<file path="config.mk">
export PLATFORM = sky130hd
export DESIGN_NAME = udt_top
export DESIGN_NICKNAME = d
export VERILOG_FILES = /design/src/design/udt_pkg.sv /design/src/design/udt_ram_if.sv /design/src/design/udt_top.sv /design/src/design/udt_index_map.sv /design/src/design/udt_fetch.sv
export SDC_FILE = /design/constraint.sdc
export NUM_CORES = 1
export LEC_CHECK = 0
export BUFFER_PORTS_ARGS = -buffer_cell sky130_fd_sc_hd__buf_2
export CORE_MARGIN = 8
export CORE_UTILIZATION = 53
export CTS_BUF_LIST = sky130_fd_sc_hd__clkbuf_2 sky130_fd_sc_hd__clkbuf_4 sky130_fd_sc_hd__clkbuf_8
export CTS_CLUSTER_SIZE = 8
export DETAILED_ROUTE_END_ITERATION = 10
export PLACE_DENSITY = 0.94
export SETUP_SLACK_MARGIN = 0.02
export SLEW_MARGIN = 20
export SYNTH_ARGS = -nofsm -noshare
export SYNTH_HDL_FRONTEND = slang
export SYNTH_SLANG_ARGS = --single-unit
</file>
<file path="constraint.sdc">
create_clock -name clock_i -period 1.9 [get_ports clock_i]
set_clock_uncertainty 0.1 [all_clocks]
set_input_delay 0.38 -clock clock_i [delete_from_list [all_inputs] [get_ports clock_i]]
set_output_delay 0.38 -clock clock_i [all_outputs]
set_load 0.02 [all_outputs]
</file>
<file path="src/design/udt_pkg.sv">
// Package: constants for the USB descriptor table addressing block
// Functional notes
// - Table sits in any free 512-byte aligned 512-byte RAM block.
// - Table base upper byte comes from the base pointer register.
// - Each entry is a 16-bit status word plus a 16-bit buffer address.
// - Up to 64 entries, indexed 0 to 63.
// - Buffer addresses are 16 bits, so only the first 64 Kbytes reach.
// - A full table of 64 entries occupies at most 256 bytes.
// - Index comes from endpoint, direction and two-bit ping-pong mode.
// - Host mode uses only endpoint 0 descriptors and endpoint 0 control.
// - Host mode reports received source endpoint in status bits 7 to 4.
// - Host mode sends to the endpoint written in the token register.
package udt_pkg;
    localparam int ADDR_W = 16;
    localparam int DATA_W = 16;
    localparam int IDX_W  = 6;

    // Register offsets
    localparam logic [3:0] OFS_BASE_PTR = 4'h0;
    localparam logic [3:0] OFS_CONFIG   = 4'h1;
    localparam logic [3:0] OFS_MODE     = 4'h2;
    localparam logic [3:0] OFS_TOKEN    = 4'h3;
    localparam logic [3:0] OFS_STATUS   = 4'h4;
    localparam logic [3:0] OFS_EP0_CTRL = 4'h5;
    localparam logic [3:0] OFS_ENTRY    = 4'h6;
    localparam logic [3:0] OFS_BUF_ADR  = 4'h7;

    // Field positions
    localparam int STAT_EP_LSB = 4;
    localparam int STAT_DIR    = 3;
    localparam int STAT_ODD    = 2;
    localparam int TOK_EP_LSB  = 0;

    // Reset values
    localparam logic [7:0]  BASE_PTR_RST = 8'h00;
    localparam logic [1:0]  PPB_RST      = 2'h0;
    localparam logic [7:0]  EP0_CTRL_RST = 8'h00;
    localparam logic [7:0]  TOKEN_RST    = 8'h00;

    // Table geometry
    localparam int TABLE_BYTES = 512;
    localparam int ENTRY_BYTES = 4;
    localparam int MAX_ENTRIES = 64;
    localparam int ENTRY_SHIFT = 2;

    // Ping-pong modes
    typedef enum logic [1:0] {
        UDT_PP_NONE,
        UDT_PP_EP0_OUT,
        UDT_PP_ALL,
        UDT_PP_EP1_UP
    } udt_pp_t;

    typedef enum logic [1:0] {
        UDT_RD_IDLE,
        UDT_RD_STAT,
        UDT_RD_ADR
    } udt_fetch_t;
endpackage

</file>
<file path="src/design/udt_ram_if.sv">
// Interface: descriptor RAM read request and answer
`timescale 1ns/1ps
interface udt_ram_if;
    logic        req;
    logic [15:0] addr;
    logic        ack;
    logic [15:0] rdata;
    modport master (output req, output addr, input ack, input rdata);
    modport slave  (input req, input addr, output ack, output rdata);
endinterface

</file>
<file path="src/design/udt_top.sv">
// Top: USB descriptor table addressing with register port
//
// Our own choices: the address map and strobed register access.
`timescale 1ns/1ps
module udt_top (
    input  wire logic        clock_i,
    input  wire logic        reset_i,
    input  wire logic        ce_i,
    // Register port
    input  wire logic [3:0]  reg_addr_i,
    input  wire logic [15:0] reg_wdata_i,
    input  wire logic        reg_wr_i,
    input  wire logic        reg_rd_i,
    output logic      [15:0] reg_rdata_o,
    // Transfer engine side
    input  wire logic        lookup_i,
    input  wire logic [3:0]  endpoint_i,
    input  wire logic        dir_tx_i,
    input  wire logic        odd_i,
    input  wire logic        rx_done_i,
    input  wire logic [3:0]  rx_src_ep_i,
    output logic             busy_o,
    output logic             done_o,
    output logic      [15:0] entry_addr_o,
    output logic      [5:0]  entry_index_o,
    output logic      [15:0] desc_stat_o,
    output logic      [15:0] desc_buf_addr_o,
    output logic      [3:0]  dest_ep_o,
    output logic      [7:0]  ep_ctrl_o,
    // Data RAM read port
    output logic             ram_req_o,
    output logic      [15:0] ram_addr_o,
    input  wire logic        ram_ack_i,
    input  wire logic [15:0] ram_rdata_i
);
    udt_ram_if ram_bus ();

    logic [7:0]  base_ptr_r;
    logic [1:0]  ppb_r;
    logic        host_mode_r;
    logic [7:0]  token_r;
    logic [7:0]  status_r;
    logic [7:0]  status_nxt;
    logic [7:0]  ep0_ctrl_r;
    logic [15:0] rdata_r;
    logic [15:0] rdata_nxt;
    logic [5:0]  index_w;
    logic [15:0] table_base;
    logic [15:0] entry_addr;
    logic [15:0] entry_addr_r;
    logic [5:0]  index_r;
    logic [3:0]  stat_ep;
    logic        wr_base;
    logic        wr_cfg;
    logic        wr_mode;
    logic        wr_tok;
    logic        wr_ep0;
    logic        start;
    logic        fetch_busy;
    logic        fetch_done;
    logic [15:0] fetch_stat;
    logic [15:0] fetch_adr;

    // Register write decode
    assign wr_base = reg_wr_i && (reg_addr_i == udt_pkg::OFS_BASE_PTR);
    assign wr_cfg  = reg_wr_i && (reg_addr_i == udt_pkg::OFS_CONFIG);
    assign wr_mode = reg_wr_i && (reg_addr_i == udt_pkg::OFS_MODE);
    assign wr_tok  = reg_wr_i && (reg_addr_i == udt_pkg::OFS_TOKEN);
    assign wr_ep0  = reg_wr_i && (reg_addr_i == udt_pkg::OFS_EP0_CTRL);

    // Base byte with bit 0 forced low keeps 512-byte alignment
    assign table_base = {base_ptr_r[7:1], 9'h000};
    // Index times four stays within 256 bytes of the base
    assign entry_addr = 16'(table_base
                      + {8'h00, index_w, 2'b00});

    udt_index_map u_map (
        .endpoint_i  (endpoint_i),
        .dir_tx_i    (dir_tx_i),
        .odd_i       (odd_i),
        .ppb_i       (ppb_r),
        .host_mode_i (host_mode_r),
        .index_o     (index_w)
    );

    assign start = lookup_i && !fetch_busy;

    udt_fetch u_fetch (
        .clock_i      (clock_i),
        .reset_i      (reset_i),
        .ce_i         (ce_i),
        .start_i      (start),
        .entry_addr_i (entry_addr),
        .ram          (ram_bus.master),
        .busy_o       (fetch_busy),
        .done_o       (fetch_done),
        .stat_o       (fetch_stat),
        .adr_o        (fetch_adr)
    );

    assign ram_req_o     = ram_bus.req;
    assign ram_addr_o    = ram_bus.addr;
    assign ram_bus.ack   = ram_ack_i;
    assign ram_bus.rdata = ram_rdata_i;

    assign busy_o          = fetch_busy;
    assign done_o          = fetch_done;
    assign desc_stat_o     = fetch_stat;
    assign desc_buf_addr_o = fetch_adr;
    assign entry_addr_o    = entry_addr_r;
    assign entry_index_o   = index_r;
    // Host and device mode both send to the endpoint in the token register
    assign dest_ep_o  = token_r[udt_pkg::TOK_EP_LSB +: 4];
    assign ep_ctrl_o  = ep0_ctrl_r;

    // Host reports remote source endpoint, device its own
    assign stat_ep = host_mode_r ? rx_src_ep_i : endpoint_i;

    always_comb begin
        status_nxt = status_r;
        if (rx_done_i) begin
            status_nxt[udt_pkg::STAT_EP_LSB +: 4] = stat_ep;
            status_nxt[udt_pkg::STAT_DIR] = dir_tx_i;
            status_nxt[udt_pkg::STAT_ODD] = odd_i;
        end
    end

    always_comb begin
        rdata_nxt = 16'h0000;
        unique case (reg_addr_i)
            udt_pkg::OFS_BASE_PTR: rdata_nxt = {8'h00, base_ptr_r};
            udt_pkg::OFS_CONFIG:   rdata_nxt = {14'h0000, ppb_r};
            udt_pkg::OFS_MODE:     rdata_nxt = {15'h0000, host_mode_r};
            udt_pkg::OFS_TOKEN:    rdata_nxt = {8'h00, token_r};
            udt_pkg::OFS_STATUS:   rdata_nxt = {8'h00, status_r};
            udt_pkg::OFS_EP0_CTRL: rdata_nxt = {8'h00, ep0_ctrl_r};
            udt_pkg::OFS_ENTRY:    rdata_nxt = entry_addr_r;
            udt_pkg::OFS_BUF_ADR:  rdata_nxt = fetch_adr;
            default:               rdata_nxt = 16'h0000;
        endcase
    end

    assign reg_rdata_o = rdata_r;

    always_ff @(posedge clock_i) begin
        if (reset_i) begin
            base_ptr_r   <= udt_pkg::BASE_PTR_RST;
            ppb_r        <= udt_pkg::PPB_RST;
            host_mode_r  <= 1'b0;
            token_r      <= udt_pkg::TOKEN_RST;
            ep0_ctrl_r   <= udt_pkg::EP0_CTRL_RST;
            status_r     <= 8'h00;
            rdata_r      <= 16'h0000;
            entry_addr_r <= 16'h0000;
            index_r      <= 6'h00;
        end else if (ce_i) begin
            if (wr_base) base_ptr_r <= reg_wdata_i[7:0];
            if (wr_cfg)  ppb_r <= reg_wdata_i[1:0];
            if (wr_mode) host_mode_r <= reg_wdata_i[0];
            if (wr_tok)  token_r <= reg_wdata_i[7:0];
            if (wr_ep0)  ep0_ctrl_r <= reg_wdata_i[7:0];
            status_r <= status_nxt;
            rdata_r  <= reg_rd_i ? rdata_nxt : 16'h0000;
            if (start) begin
                entry_addr_r <= entry_addr;
                index_r      <= index_w;
            end
        end
    end
endmodule

</file>
<file path="src/design/udt_index_map.sv">
// Descriptor index selection from endpoint, direction and ping-pong mode
`timescale 1ns/1ps
module udt_index_map (
    input  wire logic [3:0] endpoint_i,
    input  wire logic       dir_tx_i,
    input  wire logic       odd_i,
    input  wire logic [1:0] ppb_i,
    input  wire logic       host_mode_i,
    output logic      [5:0] index_o
);
    logic [3:0] ep;
    logic [5:0] idx_none;
    logic [5:0] idx_ep0;
    logic [5:0] idx_all;
    logic [5:0] idx_up;

    // Host traffic always goes through endpoint 0 entries
    assign ep = host_mode_i ? 4'h0 : endpoint_i;

    assign idx_none = {1'b0, ep, dir_tx_i};
    assign idx_all  = {ep, dir_tx_i, odd_i};
    // Only endpoint 0 receive is double buffered
    assign idx_ep0  = (ep == 4'h0) ?
                      (dir_tx_i ? 6'h02 : {5'h00, odd_i}) :
                      6'({1'b0, ep, dir_tx_i} + 6'h01);
    // Endpoints 1 and up double buffered, endpoint 0 single
    assign idx_up   = (ep == 4'h0) ? {5'h00, dir_tx_i} :
                      6'({ep, dir_tx_i, odd_i} - 6'h02);

    always_comb begin
        unique case (udt_pkg::udt_pp_t'(ppb_i))
            udt_pkg::UDT_PP_NONE:    index_o = idx_none;
            udt_pkg::UDT_PP_EP0_OUT: index_o = idx_ep0;
            udt_pkg::UDT_PP_ALL:     index_o = idx_all;
            udt_pkg::UDT_PP_EP1_UP:  index_o = idx_up;
        endcase
    end
endmodule

</file>
<file path="src/design/udt_fetch.sv">
// Fetcher: reads status and buffer address words of one descriptor
`timescale 1ns/1ps
module udt_fetch (
    input  wire logic        clock_i,
    input  wire logic        reset_i,
    input  wire logic        ce_i,
    input  wire logic        start_i,
    input  wire logic [15:0] entry_addr_i,
    udt_ram_if.master        ram,
    output logic             busy_o,
    output logic             done_o,
    output logic      [15:0] stat_o,
    output logic      [15:0] adr_o
);
    udt_pkg::udt_fetch_t state_r;
    udt_pkg::udt_fetch_t state_nxt;
    logic [15:0] base_r;
    logic [15:0] stat_r;
    logic [15:0] adr_r;
    logic        done_r;
    logic        take;

    assign take     = ram.req && ram.ack;
    assign ram.req  = (state_r != udt_pkg::UDT_RD_IDLE);
    // Status word first, buffer address word two bytes on
    assign ram.addr = (state_r == udt_pkg::UDT_RD_ADR) ?
                      16'(base_r + 16'h0002) : base_r;
    assign busy_o   = ram.req;
    assign done_o   = done_r;
    assign stat_o   = stat_r;
    assign adr_o    = adr_r;

    always_comb begin
        state_nxt = state_r;
        unique case (state_r)
            udt_pkg::UDT_RD_IDLE:
                if (start_i) state_nxt = udt_pkg::UDT_RD_STAT;
            udt_pkg::UDT_RD_STAT:
                if (take) state_nxt = udt_pkg::UDT_RD_ADR;
            udt_pkg::UDT_RD_ADR:
                if (take) state_nxt = udt_pkg::UDT_RD_IDLE;
        endcase
    end

    always_ff @(posedge clock_i) begin
        if (reset_i) begin
            state_r <= udt_pkg::UDT_RD_IDLE;
            base_r  <= 16'h0000;
            stat_r  <= 16'h0000;
            adr_r   <= 16'h0000;
            done_r  <= 1'b0;
        end else if (ce_i) begin
            state_r <= state_nxt;
            done_r  <= take && (state_r == udt_pkg::UDT_RD_ADR);
            if (start_i && state_r == udt_pkg::UDT_RD_IDLE) begin
                base_r <= entry_addr_i;
            end
            if (take && state_r == udt_pkg::UDT_RD_STAT) begin
                stat_r <= ram.rdata;
            end
            if (take && state_r == udt_pkg::UDT_RD_ADR) begin
                adr_r <= ram.rdata;
            end
        end
    end
endmodule

</file>
### Word level (Yosys, flattened, before mapping)

Index checks and enable logic that the tools add are counted.

| cells by class | value |
|---|---|
| $add $sub $neg | 4 |
| multipliers | 0 |
| divide/modulo/power cells | 0 |
| magnitude comparators | 0 |
| equal/unequal tests | 15 |
| shifts and indexed selects | 0 |
| mux-type cells | 13 |
| bitwise logic cells | 0 |
| reductions and logical operators | 27 |

Operator list:

| cell | number |
|---|---|
| $pmux 16 s8 | 1 |
| $mux 16 | 2 |
| $pmux 6 s4 | 1 |
| $reduce_and 2->1 | 10 |
| $add 16x2->16 const B | 1 |
| $add 16x8->16 | 1 |
| $eq 4x3->1 const B | 4 |
| $mux 6 | 2 |
| $logic_and 1x1->1 | 10 |
| $eq 4x2->1 const B | 2 |
| $logic_not 4->1 | 2 |
| $mux 2 | 4 |
| $mux 4 | 2 |
| $add 5x1->6 const B | 1 |
| $eq 2x2->1 const B | 3 |
| $ne 2x1->1 const B | 3 |
| $pmux 2 s3 | 1 |
| $sub 6x2->6 const B | 1 |
| $eq 2x1->1 const B | 2 |
| $eq 4x1->1 const B | 1 |
| $logic_not 2->1 | 2 |
| $reduce_and 4->1 | 1 |
| $reduce_bool 2->1 | 1 |
| $logic_not 1->1 | 1 |

| storage, ports and cells | value |
|---|---|
| register bits | 122 |
| latch bits | 0 |
| bits in writable memories | 0 |
| ROM bits | 0 |
| input port bits | 54 |
| output and inout port bits | 101 |
| word-level logic and storage cells | 73 |
| memories | 0 |

### Logic depth before layout (Yosys ltp)

| logic depth | value |
|---|---|
| depth after elaboration | 5 |
| gate-level depth with buffers | 8 |
| gate-level depth less buffers | 6 |

### Hierarchy

From an unflattened synthesis, not the netlist that was laid out.

| unflattened totals | value |
|---|---|
| cells, all modules | 680 |
| area, all modules | 5656.7 sq um |

By module, submodules not included:

| module | instances | cells an instance | area each (sq um) | seq. area each (sq um) |
|---|---|---|---|---|
| udt_top | 1 | 337 | 2980.4 | 1241.2 |
| udt_fetch | 1 | 277 | 2233.4 | 1021.0 |
| udt_index_map | 1 | 66 | 442.9 | 0.0 |

### Least setup slack after synthesis

OpenSTA, ideal clock, no wires.

| path | value |
|---|---|
| kind | flip-flop to flip-flop |
| start point | register host_mode_r |
| end point | register u_fetch.base_r[4] |
| setup time | 0.086 ns |
| arrival | 1.516 ns |
| required time | 1.714 ns |
| slack | 0.198 ns |
| cell stages (with the launch flop) | 8 |
| buffers on the path | 2 |
| period minus slack after synthesis | 1.702 ns |
| path through | dfxtp_1 buf_2 buf_2 nand2b_1 ha_1 nor4_1 o21ai_0 a211oi_1 |

| between the ends | value |
|---|---|
| longest elaborated chain between the ends | 5 |
| elaborated cells between the ends (all ways) | 8 |
| those cells by class | add/sub: 3; mux: 4; reduce/logical: 1 |

Ends and longest elaborated chain:

| what | RTL line | text |
|---|---|---|
| from (decl) | udt_top.sv:40 | `logic host_mode_r;` |
| from (signal assigned) | udt_top.sv:159 | `if (wr_mode) host_mode_r <= reg_wdata_i[0];` |
| $mux 4 (*) | udt_index_map.sv:18 | `assign ep = host_mode_i ? 4'h0 : endpoint_i;` |
| $sub 6x2->6 (tied with other cells) | udt_index_map.sv:28 | `6'({ep, dir_tx_i, odd_i} - 6'h02);` |
| $mux 6, on equally long branches | udt_index_map.sv:27, udt_index_map.sv:23 |  |
| $pmux 6 s4 (*) | udt_index_map.sv:31 | `unique case (udt_pkg::udt_pp_t'(ppb_i))` |
| $add 16x8->16 (*) | udt_top.sv:75 | `+ {8'h00, index_w, 2'b00});` |
| to (signal assigned) | udt_fetch.sv:56 | `base_r <= entry_addr_i;` |
| to (decl) | udt_fetch.sv:17 | `logic [15:0] base_r;` |

Every way passes the cells marked *; elsewhere a longest branch is shown, timed or not.
A chain may end at the register's enable or synchronous reset.

### Worst setup path after layout

| path | value |
|---|---|
| start point | register u_fetch.state_r[0] |
| end point | output ram_req_o |

| between the ends | value |
|---|---|
| longest elaborated chain between the ends | 1 |

Ends and longest elaborated chain:

| what | RTL line | text |
|---|---|---|
| from (decl) | udt_fetch.sv:15 | `udt_pkg::udt_fetch_t state_r;` |
| from (signal assigned) | udt_fetch.sv:47 | `state_r <= udt_pkg::UDT_RD_IDLE;` |
| from (signal assigned) | udt_fetch.sv:53 | `state_r <= state_nxt;` |
| $reduce_bool 2->1 | udt_fetch.sv:24 | `assign ram.req = (state_r != udt_pkg::UDT_RD_IDLE);` |
| to (decl) | udt_top.sv:31 | `output logic ram_req_o,` |

No other way between the ends.

==> impl_metrics.json <==
{
  "outcome": "complete, no violations",
  "p_per_area_mw_per_mm2": 686,
  "antenna_left": 0,
  "crit_top_cell": "inv_1",
  "syn_to_final_growth_pct": 15.7,
  "p_leak_nw": 2.36,
  "synth_async_sr_flop_share_pct": 0,
  "dieArea_mm2": 0.0124,
  "first_global_vias": 4547,
  "power_mw": 3.82,
  "use_met2_pct": 36.0,
  "cts_root_buf": "clkbuf_8",
  "ys.flop_type": "dfxtp_1",
  "fin_ws_ps": 134,
  "finalCriticalPeriod_ps": 1770,
  "hold-worst-slack_ps": 148,
  "rows": 34,
  "max_slew_margin_pct": 59.2,
  "pin_count": 155,
  "vias": 4628,
  "fin_tns_setup_ps": 0,
  "antenna_found_initial": 2,
  "nNetsFinal": 739,
  "cp_cell_sequence": "inv_1 -> ha_2 -> inv_1 -> buf_2",
  "timing.critical_path.to_type": "output pin",
  "drive_above_1_share_pct": 28.4,
  "cts_inserted_buffers": 9,
  "synth_edf_count": 0,
  "ir_worst_vdd_uv": 369,
  "fmaxAchievable_mhz": 566,
  "clk-insertion-delay-late_ps": 370,
  "dp_cells": 778,
  "syn-cell-area_mm2": 0.00481,
  "synth_top_area_share_pct": 40.4,
  "met1_usage_pct": 25.0,
  "synth-seq-cells": 97,
  "worst-setup-path-type": "reg -> out",
  "grt_use_total_pct": 21.8,
  "synth_common_cells": "nand2_1, dfxtp_1, a21oi_1, nor2_1",
  "cp.required_ps": 1420,
  "drt-total-wl_um": 14400,
  "synth.area.top_cells": "dfxtp_1, nand2_1, mux2i_1",
  "yosysSeqAreaShare_pct": 40.4,
  "post_synth.cell_area_avg_um2": 8.35,
  "viasPerCell": 5.83,
  "place_hpwl_um": 11100,
  "hold_viol_final": 0,
  "wl_per_cell_um": 18.2,
  "critical_path.max_stage_delay_ps": 370,
  "final_util_pct": 63.5,
  "drv_cap": 0,
  "place_area_mm2": 0.00538,
  "slowest_stage": "dfxtp_1",
  "finalCritPeriodShare_pct": 93.0,
  "fp.dieH_um": 111,
  "dp_slack_ps": 81.0,
  "start_util_pct": 54.9,
  "yosys_warnings": 0,
  "use_met3_pct": 6.71,
  "die_w_um": 111,
  "arrival_ps": 1290,
  "start_kind": "flip-flop",
  "coreArea_mm2": 0.00876,
  "drt_pass1_iterations": 5,
  "finalSetupViolations": 0,
  "clock_sinks": 97,
  "htree_levels": 3,
  "yosysMostFrequentCell": "nand2_1",
  "synth.distinct_cells": 62,
  "finalNonFillerCells": 794,
  "maxSlewViolCount": 0,
  "grt_busiest_layer": "met2",
  "grt_pass1_wl_um": 22500,
  "gp_congestion": 0.956,
  "path_max_fanout": 5,
  "drc_errors": 0,
  "final_cell_area_mm2": 0.00556,
  "clk_pin_slew_worst_paths_ps": 100,
  "postSynthCellCount": 576,
  "tightest_slew_ps": 609,
  "antennaDiodeCount": 0,
  "drtIter0Drc": 402,
  "grt.overflow.total": 0,
  "hold_class": "in -> reg",
  "clockBufferDepth": 2,
  "grt_max_degree": 92,
  "post_cts.repair.setup_buffers": 0,
  "port_buffers": 141,
  "cts_tree": "built",
  "synth_area_leader_cell": "dfxtp_1",
  "grt_setup_unrepaired": "false"
}
cell usage in the layout (no fill, tap or decap), types with 3 or more instances in the layout:
cell type  netlist  final
nor2_1          43     43
nand2b_1         7      7
mux2i_1         33     33
nand3b_1        14     14
buf_4           33     19
nand2_1        111    111
and4b_1          3      3
and3_1           4      4
a31oi_1          3      3
nor4_1           4      4
nor3b_1          3      3
ha_1             4      3
dfxtp_1         97     97
o21ai_0         12     12
nor3_1           7      7
conb_1           1      5
clkbuf_8         0      9
o21ai_1          4      4
nand3_1         19     19
a21oi_1         61     61
a211oi_1         6      6
a311oi_1         7      7
mux2_2           7      7
inv_1            8      8
buf_2           13    141
nor2b_1          4      4
layer usage:
metal / up-vias / wire, µm / share of wire (%)
met5: - / 21 / 0.15
met4: 4 / 469 / 3.2
met3: 44 / 1170 / 8.1
met2: 235 / 6950 / 48
met1: 2178 / 5830 / 40
li1: 2167 / - / -
timing repair:
action                                  in CTS  in global routing
hold buffers                                 0                  0
resized for setup                            0                  1
endpoints found under the setup margin       0                  4
cell type report:
class                           instances  area [µm²]
Inverter                                9        33.8
Sequential cell                        97        1940
Multi-Input combinational cell        402        2380
Clock inverter                          7        61.3
Timing Repair Buffer                  162         888
Clock buffer                            9         124
Tap cell                              108         135
Fill cell                             730        3200
logic make-up (layout without fill, tap and decap cells):
| family | Yosys count | count (layout) | share of synthesized area [%] |
|---|---|---|---|
| other | 1 | 5 | 0.0779 |
| XOR/XNOR | 3 | 3 | 0.546 |
| flip-flops | 97 | 97 | 40.4 |
| multiplexers | 41 | 41 | 8.97 |
| buffers and inverters | 81 | 187 | 10.5 |
| AO/OA/AOI/OAI | 113 | 113 | 14.3 |
| adder cells (fa/ha/maj) | 4 | 4 | 1.04 |
| AND/OR/NAND/NOR | 236 | 236 | 24.2 |
sequential cells by signal, indices dropped and copies added (netlist names):
| name | flops |
|---|---|
| entry_addr_o | 1 |
| token_r | 8 |
| status_r | 6 |
| ppb_r | 2 |
| u_fetch.done_o | 1 |
| base_ptr_r | 8 |
| u_fetch.state_r | 2 |
| reg_rdata_o | 16 |
| u_fetch.adr_o | 16 |
| u_fetch.stat_o | 16 |
| ep_ctrl_o | 8 |
| host_mode_r | 1 |
| u_fetch.base_r | 12 |
worst max-delay path, delay by kind of cell, from the launching register on:
kind / cells / cell delay [ps]
flip-flops: 1 / 370
buffers and inverters: 3 / 330
adder cells (fa/ha/maj): 1 / 220
final timing paths:
kind | end | cells past startpoint | slack (ps) | from
max | ram_req_o | 4 | 130 | u_fetch.state_r[0]$_SDFFE_PP0P_
min reg2reg | reg_rdata_o[1]$_SDFFE_PP0P_ | 2 | 360 | reg_rdata_o[1]$_SDFFE_PP0P_
min | u_fetch.stat_o[8]$_SDFFE_PP0P_ | 3 | 150 | ram_rdata_i[8]
max reg2reg | u_fetch.base_r[2]$_SDFFE_PP0P_ | 6 | 200 | u_fetch.state_r[1]$_SDFFE_PP0P_
power breakdown:
group | leakage (nW) | internal, mW | switching [mW]
Combinational | 1.48 | 0.159 | 0.292
Clock | 0.0940 | 0.504 | 0.776
Sequential | 0.783 | 2.06 | 0.0270
(Power assumes the default switching activity.)
